### src/logic/disc_pkg.sv
package disc_pkg;

  // ****************************************
  // Register offsets (fieldbus parameter addresses)
  // ****************************************
  localparam logic [15:0] OFS_CTRL_SRC = 16'h0502;
  localparam logic [15:0] OFS_POS_FN = 16'h0504;
  localparam logic [15:0] OFS_START_MODE = 16'h0506;
  localparam logic [15:0] OFS_NODE = 16'h1704;
  localparam logic [15:0] OFS_BAUD = 16'h1706;
  localparam logic [15:0] OFS_MOTOR_BASE = 16'h3000;
  localparam logic [15:0] OFS_STATUS = 16'h3010;

  // ****************************************
  // Setting slots and reset values
  // ****************************************
  localparam int NUM_CFG = 5;
  localparam logic [2:0] SLOT_CTRL_SRC = 3'h0;
  localparam logic [2:0] SLOT_POS_FN = 3'h1;
  localparam logic [2:0] SLOT_START_MODE = 3'h2;
  localparam logic [2:0] SLOT_NODE = 3'h3;
  localparam logic [2:0] SLOT_BAUD = 3'h4;
  localparam logic [15:0] RST_CTRL_SRC = 16'h0000;
  localparam logic [15:0] RST_POS_FN = 16'h0000;
  localparam logic [15:0] RST_START_MODE = 16'h0000;
  localparam logic [15:0] RST_NODE = 16'h007F;
  localparam logic [15:0] RST_BAUD = 16'h007D;

  // ****************************************
  // Value encodings and limits
  // ****************************************
  localparam logic [15:0] SRC_UNDEFINED = 16'h0000;
  localparam logic [15:0] SRC_LOCAL_IO = 16'h0001;
  localparam logic [15:0] SRC_CAN_FIELDBUS = 16'h0002;
  localparam logic [15:0] SRC_SERIAL_FIELDBUS = 16'h0003;
  localparam logic [15:0] POS_FN_MAX = 16'h0002;
  localparam logic [15:0] MODE_NONE = 16'h0000;
  localparam logic [15:0] MODE_TORQUE_LOOP = 16'h0001;
  localparam logic [15:0] MODE_VELOCITY_LOOP = 16'h0002;
  localparam logic [15:0] MODE_GEAR_FOLLOW = 16'h0003;
  localparam logic [15:0] MODE_UNDEFINED = 16'h0004;
  localparam logic [15:0] MODE_JOG = 16'h0005;
  localparam logic [15:0] MODE_SEQUENCED_MOTION = 16'h0006;
  localparam logic [15:0] NODE_MIN = 16'h0001;
  localparam logic [15:0] NODE_MAX = 16'h007F;
  localparam logic [15:0] BAUD_50K = 16'h0032;
  localparam logic [15:0] BAUD_125K = 16'h007D;
  localparam logic [15:0] BAUD_250K = 16'h00FA;
  localparam logic [15:0] BAUD_500K = 16'h01F4;
  localparam logic [15:0] BAUD_1000K = 16'h03E8;

  // ****************************************
  // Motor data set and nonvolatile map
  // ****************************************
  localparam int MOTOR_WORDS = 8;
  localparam logic [3:0] NVM_LAST_LOAD = 4'hF;
  localparam logic [3:0] NVM_VALID_SLOT = 4'h5;
  localparam logic [3:0] NVM_MOTOR_BASE = 4'h8;
  // Seal value is arbitrary; it only marks a completed motor data store
  localparam logic [15:0] NVM_SEAL = 16'hA5C3;

  typedef enum logic [2:0] {
    ST_LOAD = 3'b000,
    ST_CHECK = 3'b001,
    ST_FETCH = 3'b010,
    ST_STORE = 3'b011,
    ST_SEAL = 3'b100,
    ST_IDLE = 3'b101,
    ST_SAVE = 3'b110
  } disc_state_t;

  typedef struct packed {
    logic [15:0] ctrl_src;
    logic [15:0] pos_fn;
    logic [15:0] start_mode;
    logic [15:0] node;
    logic [15:0] baud;
  } disc_cfg_t;

endpackage : disc_pkg

### src/logic/disc_config_store.sv
`timescale 1ns/1ps
// Summary of operation
// - First power-up with motor: fetch data unprompted
// - Check set complete, then write to nonvolatile
// - No ready permit without valid motor data
// - Motor data is read-only to the user
// - Control source: 0 none,1 local,2 CAN,3 serial
// - Source change at restart; from 0 at once
// - Position-port function 0..2, resets to 0
// - Port function, bit rate apply after restart
// - Start-up mode codes 0,1,2,3,5,6; 4 undefined
// - Local control plus operation enabled starts mode
// - CAN node number 1..127, resets to 127
// - Node number applies at restart or network reset
// - Bit rate only 50/125/250/500/1000, reset 125
module disc_config_store (
  input wire logic sys_clk,
  input wire logic rst_n,
  input wire logic ce,
  input wire logic reg_req,
  input wire logic reg_we,
  input wire logic [15:0] reg_addr,
  input wire logic [15:0] reg_wdata,
  output logic reg_ack,
  output logic reg_err,
  output logic [15:0] reg_rdata,
  output logic nvm_req,
  output logic nvm_we,
  output logic [3:0] nvm_addr,
  output logic [15:0] nvm_wdata,
  input wire logic nvm_ack,
  input wire logic [15:0] nvm_rdata,
  input wire logic motor_present,
  input wire logic sens_toggle,
  input wire logic [15:0] sens_word,
  output logic sens_req,
  input wire logic nmt_reset,
  input wire logic op_enabled,
  output disc_pkg::disc_cfg_t cfg_active,
  output logic ready_permit,
  output logic mode_start,
  output logic [15:0] mode_sel
);

  // ****************************************
  // State
  // ****************************************
  disc_pkg::disc_state_t state_r;
  logic [15:0] pend_r [disc_pkg::NUM_CFG], act_r [disc_pkg::NUM_CFG];
  logic [15:0] motor_r [disc_pkg::MOTOR_WORDS];
  logic [3:0] idx_r, nvm_addr_r;
  logic [15:0] csum_r, seal_r, reg_rdata_r, nvm_wdata_r, mode_sel_r;
  logic motor_valid_r, reg_ack_r, reg_err_r, nvm_req_r, nvm_we_r;
  logic sens_req_r, ready_r, mode_start_r, op_prev_r;
  // Pin synchronisers; stage one feeds stage two only
  logic pres_s1_r, pres_s2_r;
  logic tog_s1_r, tog_s2_r, tog_s3_r;
  logic [15:0] word_s1_r, word_s2_r;

  // ****************************************
  // Value checks
  // ****************************************
  function automatic logic value_ok(input logic [2:0] slot, input logic [15:0] v);
    logic ok;
    ok = 1'b0;
    case (slot)
      disc_pkg::SLOT_CTRL_SRC: ok = (v <= disc_pkg::SRC_SERIAL_FIELDBUS);
      disc_pkg::SLOT_POS_FN: ok = (v <= disc_pkg::POS_FN_MAX);
      disc_pkg::SLOT_START_MODE: ok = (v <= disc_pkg::MODE_SEQUENCED_MOTION) &&
                                      (v != disc_pkg::MODE_UNDEFINED);
      disc_pkg::SLOT_NODE: ok = (v >= disc_pkg::NODE_MIN) && (v <= disc_pkg::NODE_MAX);
      disc_pkg::SLOT_BAUD: ok = v inside {disc_pkg::BAUD_50K, disc_pkg::BAUD_125K,
                                          disc_pkg::BAUD_250K, disc_pkg::BAUD_500K,
                                          disc_pkg::BAUD_1000K};
      default: ok = 1'b0;
    endcase
    return ok;
  endfunction : value_ok
  function automatic logic [15:0] reset_value(input logic [2:0] slot);
    logic [15:0] r;
    r = 16'h0000;
    case (slot)
      disc_pkg::SLOT_CTRL_SRC: r = disc_pkg::RST_CTRL_SRC;
      disc_pkg::SLOT_POS_FN: r = disc_pkg::RST_POS_FN;
      disc_pkg::SLOT_START_MODE: r = disc_pkg::RST_START_MODE;
      disc_pkg::SLOT_NODE: r = disc_pkg::RST_NODE;
      disc_pkg::SLOT_BAUD: r = disc_pkg::RST_BAUD;
      default: r = 16'h0000;
    endcase
    return r;
  endfunction : reset_value

  // ****************************************
  // Address decode
  // ****************************************
  wire hit_src = (reg_addr == disc_pkg::OFS_CTRL_SRC);
  wire hit_pos = (reg_addr == disc_pkg::OFS_POS_FN);
  wire hit_mode = (reg_addr == disc_pkg::OFS_START_MODE);
  wire hit_node = (reg_addr == disc_pkg::OFS_NODE);
  wire hit_baud = (reg_addr == disc_pkg::OFS_BAUD);
  wire hit_cfg = hit_src | hit_pos | hit_mode | hit_node | hit_baud;
  wire [2:0] slot = hit_pos ? disc_pkg::SLOT_POS_FN : hit_mode ? disc_pkg::SLOT_START_MODE :
                    hit_node ? disc_pkg::SLOT_NODE :
                    hit_baud ? disc_pkg::SLOT_BAUD : disc_pkg::SLOT_CTRL_SRC;
  wire [15:0] motor_ofs = reg_addr - disc_pkg::OFS_MOTOR_BASE;
  wire hit_motor = (reg_addr >= disc_pkg::OFS_MOTOR_BASE) &&
                   (motor_ofs < 16'(disc_pkg::MOTOR_WORDS));
  wire hit_status = (reg_addr == disc_pkg::OFS_STATUS);
  wire take = reg_req && !reg_ack_r && (state_r == disc_pkg::ST_IDLE);
  wire take_rd = take && !reg_we;
  wire take_wr = take && reg_we && hit_cfg && value_ok(slot, reg_wdata);
  // Motor data set refuses every user write, as do bad values and holes
  wire take_bad = take && reg_we && !(hit_cfg && value_ok(slot, reg_wdata));
  wire [15:0] status_word = {13'h0000, state_r == disc_pkg::ST_IDLE, motor_valid_r, ready_r};
  wire [15:0] rd_word = hit_cfg ? pend_r[slot] : hit_motor ? motor_r[motor_ofs[2:0]] :
                        hit_status ? status_word : 16'h0000;
  wire rd_bad = !(hit_cfg || hit_motor || hit_status);

  // ****************************************
  // Sensor and drive-state events
  // ****************************************
  wire sens_event = tog_s2_r ^ tog_s3_r;
  wire nvm_done = nvm_req_r && nvm_ack;
  wire load_last = (idx_r == disc_pkg::NVM_LAST_LOAD);
  wire fetch_last = (idx_r == 4'(disc_pkg::MOTOR_WORDS));
  wire [3:0] store_ofs = idx_r - disc_pkg::NVM_MOTOR_BASE;
  wire store_last = (store_ofs == 4'(disc_pkg::MOTOR_WORDS - 1));
  wire op_rise = op_enabled && !op_prev_r;
  wire local_io = (act_r[disc_pkg::SLOT_CTRL_SRC] == disc_pkg::SRC_LOCAL_IO);
  wire [15:0] nvm_slot_word = value_ok(idx_r[2:0], nvm_rdata) ? nvm_rdata :
                              reset_value(idx_r[2:0]);

  // ****************************************
  // Synchronisers
  // ****************************************
  always_ff @(posedge sys_clk) begin
    if (!rst_n) begin
      pres_s1_r <= 1'b0;
      pres_s2_r <= 1'b0;
      tog_s1_r <= 1'b0;
      tog_s2_r <= 1'b0;
      tog_s3_r <= 1'b0;
      word_s1_r <= 16'h0000;
      word_s2_r <= 16'h0000;
    end else if (ce) begin
      pres_s1_r <= motor_present;
      pres_s2_r <= pres_s1_r;
      tog_s1_r <= sens_toggle;
      tog_s2_r <= tog_s1_r;
      tog_s3_r <= tog_s2_r;
      word_s1_r <= sens_word;
      word_s2_r <= word_s1_r;
    end
  end

  // ****************************************
  // Register answers and drive-side outputs
  // ****************************************
  always_ff @(posedge sys_clk) begin
    if (!rst_n) begin
      reg_rdata_r <= 16'h0000;
      ready_r <= 1'b0;
      op_prev_r <= 1'b0;
      mode_start_r <= 1'b0;
      mode_sel_r <= disc_pkg::MODE_NONE;
    end else if (ce) begin
      if (take_rd) begin
        reg_rdata_r <= rd_word;
      end
      ready_r <= motor_valid_r;
      op_prev_r <= op_enabled;
      // Mode none leaves the drive idle, so no start pulse for it
      mode_start_r <= op_rise && local_io &&
                      (act_r[disc_pkg::SLOT_START_MODE] != disc_pkg::MODE_NONE);
      if (op_rise && local_io) begin
        mode_sel_r <= act_r[disc_pkg::SLOT_START_MODE];
      end
    end
  end

  // ****************************************
  // Main sequence
  // ****************************************
  always_ff @(posedge sys_clk) begin
    if (!rst_n) begin
      state_r <= disc_pkg::ST_LOAD;
      idx_r <= 4'h0;
      csum_r <= 16'h0000;
      motor_valid_r <= 1'b0;
      seal_r <= 16'h0000;
      reg_ack_r <= 1'b0;
      reg_err_r <= 1'b0;
      nvm_req_r <= 1'b1;
      nvm_we_r <= 1'b0;
      nvm_addr_r <= 4'h0;
      nvm_wdata_r <= 16'h0000;
      sens_req_r <= 1'b0;
      for (int i = 0; i < disc_pkg::NUM_CFG; i++) begin
        pend_r[i] <= reset_value(3'(i));
        act_r[i] <= reset_value(3'(i));
      end
      for (int i = 0; i < disc_pkg::MOTOR_WORDS; i++) begin
        motor_r[i] <= 16'h0000;
      end
    end else if (ce) begin
      reg_ack_r <= 1'b0;
      reg_err_r <= 1'b0;
      if (nmt_reset) begin
        act_r[disc_pkg::SLOT_NODE] <= pend_r[disc_pkg::SLOT_NODE];
      end
      case (state_r)
        disc_pkg::ST_LOAD: begin
          // Power-up: pending copy read back and made active at once
          if (nvm_done) begin
            if (idx_r < 4'(disc_pkg::NUM_CFG)) begin
              pend_r[idx_r[2:0]] <= nvm_slot_word;
              act_r[idx_r[2:0]] <= nvm_slot_word;
            end
            if (idx_r == disc_pkg::NVM_VALID_SLOT) begin
              seal_r <= nvm_rdata;
            end
            if (idx_r >= disc_pkg::NVM_MOTOR_BASE) begin
              motor_r[store_ofs[2:0]] <= nvm_rdata;
            end
            if (load_last) begin
              nvm_req_r <= 1'b0;
              state_r <= disc_pkg::ST_CHECK;
            end else begin
              idx_r <= idx_r + 4'h1;
              nvm_addr_r <= idx_r + 4'h1;
            end
          end
        end
        disc_pkg::ST_CHECK: begin
          idx_r <= 4'h0;
          if (seal_r == disc_pkg::NVM_SEAL) begin
            motor_valid_r <= 1'b1;
            state_r <= disc_pkg::ST_IDLE;
          end else if (pres_s2_r) begin
            sens_req_r <= 1'b1;
            state_r <= disc_pkg::ST_FETCH;
          end else begin
            state_r <= disc_pkg::ST_IDLE;
          end
        end
        disc_pkg::ST_FETCH: begin
          // Data words, then one checksum word; a bad sum restarts the read
          if (sens_event) begin
            if (fetch_last) begin
              idx_r <= 4'h0;
              csum_r <= 16'h0000;
              if (word_s2_r == csum_r) begin
                sens_req_r <= 1'b0;
                idx_r <= disc_pkg::NVM_MOTOR_BASE;
                nvm_req_r <= 1'b1;
                nvm_we_r <= 1'b1;
                nvm_addr_r <= disc_pkg::NVM_MOTOR_BASE;
                nvm_wdata_r <= motor_r[0];
                state_r <= disc_pkg::ST_STORE;
              end
            end else begin
              motor_r[idx_r[2:0]] <= word_s2_r;
              csum_r <= csum_r + word_s2_r;
              idx_r <= idx_r + 4'h1;
            end
          end
        end
        disc_pkg::ST_STORE: begin
          if (nvm_done) begin
            if (store_last) begin
              nvm_addr_r <= disc_pkg::NVM_VALID_SLOT;
              nvm_wdata_r <= disc_pkg::NVM_SEAL;
              state_r <= disc_pkg::ST_SEAL;
            end else begin
              idx_r <= idx_r + 4'h1;
              nvm_addr_r <= idx_r + 4'h1;
              nvm_wdata_r <= motor_r[3'(store_ofs + 4'h1)];
            end
          end
        end
        disc_pkg::ST_SEAL: begin
          if (nvm_done) begin
            nvm_req_r <= 1'b0;
            nvm_we_r <= 1'b0;
            motor_valid_r <= 1'b1;
            state_r <= disc_pkg::ST_IDLE;
          end
        end
        disc_pkg::ST_IDLE: begin
          if (take_rd || take_bad) begin
            reg_ack_r <= 1'b1;
            reg_err_r <= take_bad || rd_bad;
          end
          if (take_wr) begin
            // Active copy waits for restart, or network reset for node; only leaving undefined is immediate
            pend_r[slot] <= reg_wdata;
            if (hit_src && (act_r[disc_pkg::SLOT_CTRL_SRC] == disc_pkg::SRC_UNDEFINED)) begin
              act_r[disc_pkg::SLOT_CTRL_SRC] <= reg_wdata;
            end
            nvm_req_r <= 1'b1;
            nvm_we_r <= 1'b1;
            nvm_addr_r <= {1'b0, slot};
            nvm_wdata_r <= reg_wdata;
            state_r <= disc_pkg::ST_SAVE;
          end
        end
        disc_pkg::ST_SAVE: begin
          if (nvm_done) begin
            nvm_req_r <= 1'b0;
            nvm_we_r <= 1'b0;
            reg_ack_r <= 1'b1;
            state_r <= disc_pkg::ST_IDLE;
          end
        end
        default: state_r <= disc_pkg::ST_IDLE;
      endcase
    end
  end

  // ****************************************
  // Outputs
  // ****************************************
  assign reg_ack = reg_ack_r;
  assign reg_err = reg_err_r;
  assign reg_rdata = reg_rdata_r;
  assign nvm_req = nvm_req_r;
  assign nvm_we = nvm_we_r;
  assign nvm_addr = nvm_addr_r;
  assign nvm_wdata = nvm_wdata_r;
  assign sens_req = sens_req_r;
  assign ready_permit = ready_r;
  assign mode_start = mode_start_r;
  assign mode_sel = mode_sel_r;
  assign cfg_active = {act_r[0], act_r[1], act_r[2], act_r[3], act_r[4]};

endmodule : disc_config_store

### config.mk
export PLATFORM = sky130hd
export DESIGN_NAME = disc_config_store
export DESIGN_NICKNAME = d
export VERILOG_FILES = /design/src/logic/disc_pkg.sv /design/src/logic/disc_config_store.sv
export SDC_FILE = /design/constraint.sdc
export NUM_CORES = 1
export LEC_CHECK = 0
export BUFFER_PORTS_ARGS = -buffer_cell sky130_fd_sc_hd__clkbuf_2
export CELL_PAD_IN_SITES_DETAIL_PLACEMENT = 0
export CELL_PAD_IN_SITES_GLOBAL_PLACEMENT = 2
export CORE_ASPECT_RATIO = 0.7
export CORE_UTILIZATION = 41
export CTS_BUF_LIST = sky130_fd_sc_hd__clkbuf_4
export DETAILED_ROUTE_END_ITERATION = 16
export GPL_TIMING_DRIVEN = 1
export PLACE_DENSITY = 0.84
export SLEW_MARGIN = 20
export SYNTH_ARGS = -nofsm -noshare
export SYNTH_HDL_FRONTEND = slang
export SYNTH_SLANG_ARGS = --single-unit
### constraint.sdc
create_clock -name sys_clk -period 4.7 [get_ports sys_clk]
set_input_delay 0.94 -clock sys_clk [delete_from_list [all_inputs] [get_ports sys_clk]]
set_output_delay 0.94 -clock sys_clk [all_outputs]
set_load 0.02 [all_outputs]
# After elaboration in Yosys (flattened, before gate mapping)
# Memories as Yosys holds them, arrays and structs flattened.
# Cells that the tools add are included.
# totals
reg_bits	137
ramBits	288
output_inout_bits	139
inputBits	74
mem_count	3
elab_cells	293
# classes
n_eq_ne	55
magnitude_cmp	14
bitwise_logic	10
mux	123
reduce_logical	59
addsub	5
# memory_table
memory	depth	width	read_ports	rd_ports_with_merged_regs	wr	line_no	text
motor_r	8	16	3	0	8	disc_config_store.sv:50	logic [15:0] motor_r [disc_pkg::MOTOR_WORDS];
act_r	5	16	5	0	5	disc_config_store.sv:49	logic [15:0] pend_r [disc_pkg::NUM_CFG], act_r [disc_pkg::NUM_CFG];
pend_r	5	16	2	0	5	disc_config_store.sv:49	
# ops
cell	count
$mux 16	20
$reduce_or 16->1	5
$le 16x2->1 const B	4
$mux 3	21
$mux 1	57
$mux 4	13
$eq 16x11->1 const B	3
$pmux 16 s3	1
$eq 16x10->1 const B	2
$eq 16x13->1 const B	2
$eq 16x6->1 const B	2
$eq 16x7->1 const B	2
$eq 16x8->1 const B	2
$eq 16x9->1 const B	2
$ge 16x1->1 const B	2
$le 16x3->1 const B	2
$le 16x7->1 const B	2
$ne 16x3->1 const B	2
$pmux 4 s4	2
$ne 2x2->1 const B	14
$reduce_and 7->1	4
$eq 3x2->1 const B	6
$logic_and 1x1->1	18
$pmux 3 s6	1
other kinds (43)	77

# Depth between registers and ports, before layout
# logic_depth
word_depth	15
ltp_mapped	12
mapped_depth_nobuf	11

# Worst setup path before layout
# No wires, ideal clock.
# synth_timing
kind	input to register
start	input port reg_addr[0]
end	memory act_r[1][0] (enable)
setup_time_ns	0.372
t_arrival_ns	3.231
n_path_buf	2
setup_slack_ns	1.098
t_required_ns	4.328
path_stages	10
path_cell_list	buf_2 nor3b_2 nand4_1 or2_1 a311oi_2 a21oi_4 nand2b_1 a21o_1 buf_2 nand2_1
# synth_lines
item	line_no	text
from (decl)	disc_config_store.sv:22	input wire logic [15:0] reg_addr,
to (decl)	disc_config_store.sv:49	

==> results.md <==
| Step | Quantity | This run |
|---|---|---|
| power and ir drop | Relative contribution of the clock network to total power | 39.4% |
| cts | Post-CTS Resized | 0 |
| timing | Post-route setup TNS | 0 ns |
| route | WL per Instance | 21.6 um |
| cts | Number of clock buffers inserted by TritonCTS | 105 |
| power and ir drop | Sequential share of power | 52.5% |
| floorplanning | Std cell rows | 67 |
| floorplanning | Die Span X | 266 um |
| floorplanning | Starting Density | 41.7% |
| timing | Final Max Tran Viols | 0 |
| timing | Share of the clock period used by the worst path | 70.7% |
| timing | Measured slew at the worst slew-check pin | 1.06 ns |
| finish | Post-Route Utilization | 49.3% |
| placement | Count of input and output buffers | 212 |
| timing | Max Fclk | 301 MHz |
| setup path | Type of the setup path with the least slack | input port to flip-flop |
| route | TritonRoute pass-1 iters | 6 |
| route | DRT met1 WL | 27.3 mm |
| power and ir drop | Peak ir drop on the vdd network | 168 uV |
| power and ir drop | Portion of total power attributed to combinational logic | 8.1% |
| setup path | Critical path capture point type | flip-flop |
| power and ir drop | Power dissipated by switching net loads | 1.98 mW |
| logic synthesis | Library cell with the highest instance count after synthesis | nor2_1 |
| timing | Post-layout minimum cycle time | 3.32 ns |
| route | Top routing layer in use | met4 |
| logic synthesis | Yosys reg bits | 425 |
| global routing | Wire length of the first global-routing pass | 90.1 mm |
| placement | DP Cell Count | 2604 |
| logic synthesis | Adder-cell share of the synthesized area | 1.35% |
| cts | Number of buffers on the longest clock path | 3 |
| route | Met3 routed WL | 5.92 mm |
| logic synthesis | Most frequently used flop master after synthesis | edfxtp_1 |
| floorplanning | Num ports | 213 |
| cts | Clock Latency Late Sink | 0.87 ns |
| finish | Fraction of layout instances using a drive strength above 1 | 27.9% |
| route | Initial detailed-routing violation count | 1567 |
| placement | RePlAce Congestion | 0.924 |
| route | Drt via density | 5.49 |
| logic synthesis | Average cell area after synthesis | 11.8 um^2 |
| cts | # hold bufs at CTS | 0 |
| finish | Fin cells | 2797 |
| logic synthesis | Post-synthesis cell area | 20000 um^2 |
| timing | Slew HR | 27.0% |
| placement | Detailed-placement wirelength estimate | 43.2 mm |
| power and ir drop | Internal Dissipation | 5.99 mW |
| logic synthesis | Count of different cell masters after synthesis | 86 |
| logic synthesis | Largest cells by area after synthesis | edfxtp_1 43%, dfxtp_1 14%, mux4_2 7.2% |
| logic synthesis | Commonest cells post-synth | 314 x nor2_1, 288 x edfxtp_1, 137 x dfxtp_1, 122 x nand2_1, 116 x mux2i_1 |
| setup path | Setup crit start kind | input port |
| global routing | Grt ovf | 0 |
| route | Drt drc | 0 |
| timing | Worst clock skew | 0.0769 ns |
| cts | Number of levels the H-tree was split into | 3 |
| route | Via count | 15300 |
| finish | Layout area overhead | 18.3% |
| route | Post-detailed-routing wire length | 60.5 mm |
| timing | Unrepaired setup endpoints after global routing | false |
| logic synthesis | Area share of the largest cell type after synthesis | 43.2% |
| logic synthesis | Post-synthesis simple-gate area fraction | 14.2% |
| logic synthesis | Post-synth EDFFs | 288 |
| timing | Final hold slack | 0.315 ns |
| setup path | Required time at the worst-slack endpoint | 5.12 ns |
| logic synthesis | Syn Inst Count | 1704 |
| finish | Post-layout net count | 2151 |
| logic synthesis | Mux share of post-synthesis cell area | 14.6% |
| run status | Outcome | completed |
| cts | Post-CTS repair timing setup buffer count | 0 |
| route | Count of antenna-violating nets left after detailed routing | 0 |
| global routing | Initial antenna violation count | 1 |
| timing | Number of setup violations in the final report | 0 |
| route | Amount of wire on met2 after detailed routing | 26.2 mm |
| logic synthesis | Share of synthesized flip-flops with an asynchronous set or reset | 0% |
| power and ir drop | Power per standard cell area | 336 nW/um^2 |
| timing | Final hold violation count | 0 |
| floorplanning | Std-Cell Core Area | 48000 um^2 |
| floorplanning | Die span in y | 187 um |
| setup path | Arrival time at the worst endpoint | 3.74 ns |
| logic synthesis | Compound-cell area share of the yosys netlist | 9.67% |
| logic synthesis | Dominant combinational cell family by area after synthesis | multiplexers |
| logic synthesis | Biggest area consumer among synthesized cells | edfxtp_1 |
| floorplanning | DIE AREA | 49800 um^2 |
| setup path | Worst Path Max Fanout | 16 |
| global routing | Number of global-route vias before repair | 14700 |
| run | Number of maximum-capacitance constraint violations | 0 |
| power and ir drop | Switching share of power | 24.9% |
| min path | Type of the most critical hold path | input port to flip-flop |
| global routing | Total Routing Usage GR | 24.3% |
| cts | Reg clk slew, reported paths | 0.07 ns |
| cts | Clock tree from TritonCTS | done |
| global routing | Maximum number of pins on one net before global-route repair | 56 |
| logic synthesis | Number of warnings printed during yosys synthesis | 0 |
| power and ir drop | Leak Pwr | 9.07 nW |
| cts | Clock sink count | 425 |
| cts | Root buffer cell | clkbuf_4 |
| logic synthesis | XOR/XNOR share of the synthesized area | 0.699% |
| logic synthesis | Seq/Total Area, Yosys | 56.9% |
==> metrics by stage <==
stage,worst slack (ns),total power [mW],area [um^2]
after floorplan,1.10,4.64,20300
after global placement,0.740,4.90,22300
after detailed placement,0.625,4.91,22300
after CTS,1.40,8.05,23700
after global routing,1.19,8.30,23700
final,1.38,7.97,23700
==> final timing paths <==
path,startpoint,end,slack (ns),cells after the start
setup / recovery,reg_addr[7],act_r[0][4],1.38,9
hold / removal,sens_word[12],word_s1_r[12],0.32,3
setup reg to reg,state_r[1],act_r[0][4],1.44,9
hold reg to reg,nvm_addr[0],nvm_addr[0],0.47,2
==> layout make-up <==
| type | count | area, um^2 |
|---|---|---|
| tap | 655 | 820 |
| antenna | 1 | 2.50 |
| sequential | 425 | 11400 |
| multi-input combinational | 1224 | 8430 |
| fill | 4404 | 24300 |
| clock inverter | 29 | 145 |
| inverter | 23 | 87.6 |
| timing repair buffer | 277 | 1600 |
| clock buffer | 163 | 1220 |
==> critical path, stage by stage <==
cell	delay, ns
clkbuf_2	0.09
nor4_2	0.42
nand4_1	0.27
or2_1	0.31
a311oi_2	0.47
a21oi_4	0.12
buf_4	0.18
a22oi_1	0.44
nand2_1	0.50
==> kinds of logic after synthesis <==
logic type / count (synthesis)
buf+inv: 129
other cells: 1
compound gates: 279
mux: 209
fa+ha+maj: 21
xor+xnor: 16
flops: 425
simple gates: 624
==> registers in the layout (all words and copies together), names as in the netlist, 16 cells and up <==
signal / flops
word_s2_r: 16
reg_rdata: 16
pend_r: 80
act_r: 80
nvm_wdata: 16
word_s1_r: 16
motor_r: 128
csum_r: 16
mode_sel: 16
seal_r: 16
==> placed cells by master (no fill, tap or decap), types with 28 or more instances in the layout <==
master,synthesis,routed
clkbuf_4,0,163
edfxtp_1,288,288
mux4_2,64,64
a21oi_1,61,59
nor2_1,314,311
dfxtp_1,137,136
nand2_1,122,122
mux2i_1,116,115
buf_4,0,61
mux2_2,28,28
clkbuf_2,0,211
o21ai_0,68,68
conb_1,1,75
==> power groups by stage <==
stage	Combinational, mW	Sequential [mW]	Clock, mW
final	0.644	4.18	3.14
after global routing	0.688	4.19	3.42
after CTS	0.645	4.18	3.23
after detailed placement	0.643	4.26	0
after global placement	0.638	4.26	0
after floorplan	0.350	4.29	0
==> layer usage <==
layer | vias to the layer above | global-route usage [%]
met4 | 0 | 7.38
met5 | - | 0
li1 | 7070 | -
met3 | 82 | 5.61
met2 | 754 | 35.1
met1 | 7436 | 36.0
(Power assumes the default switching activity.)
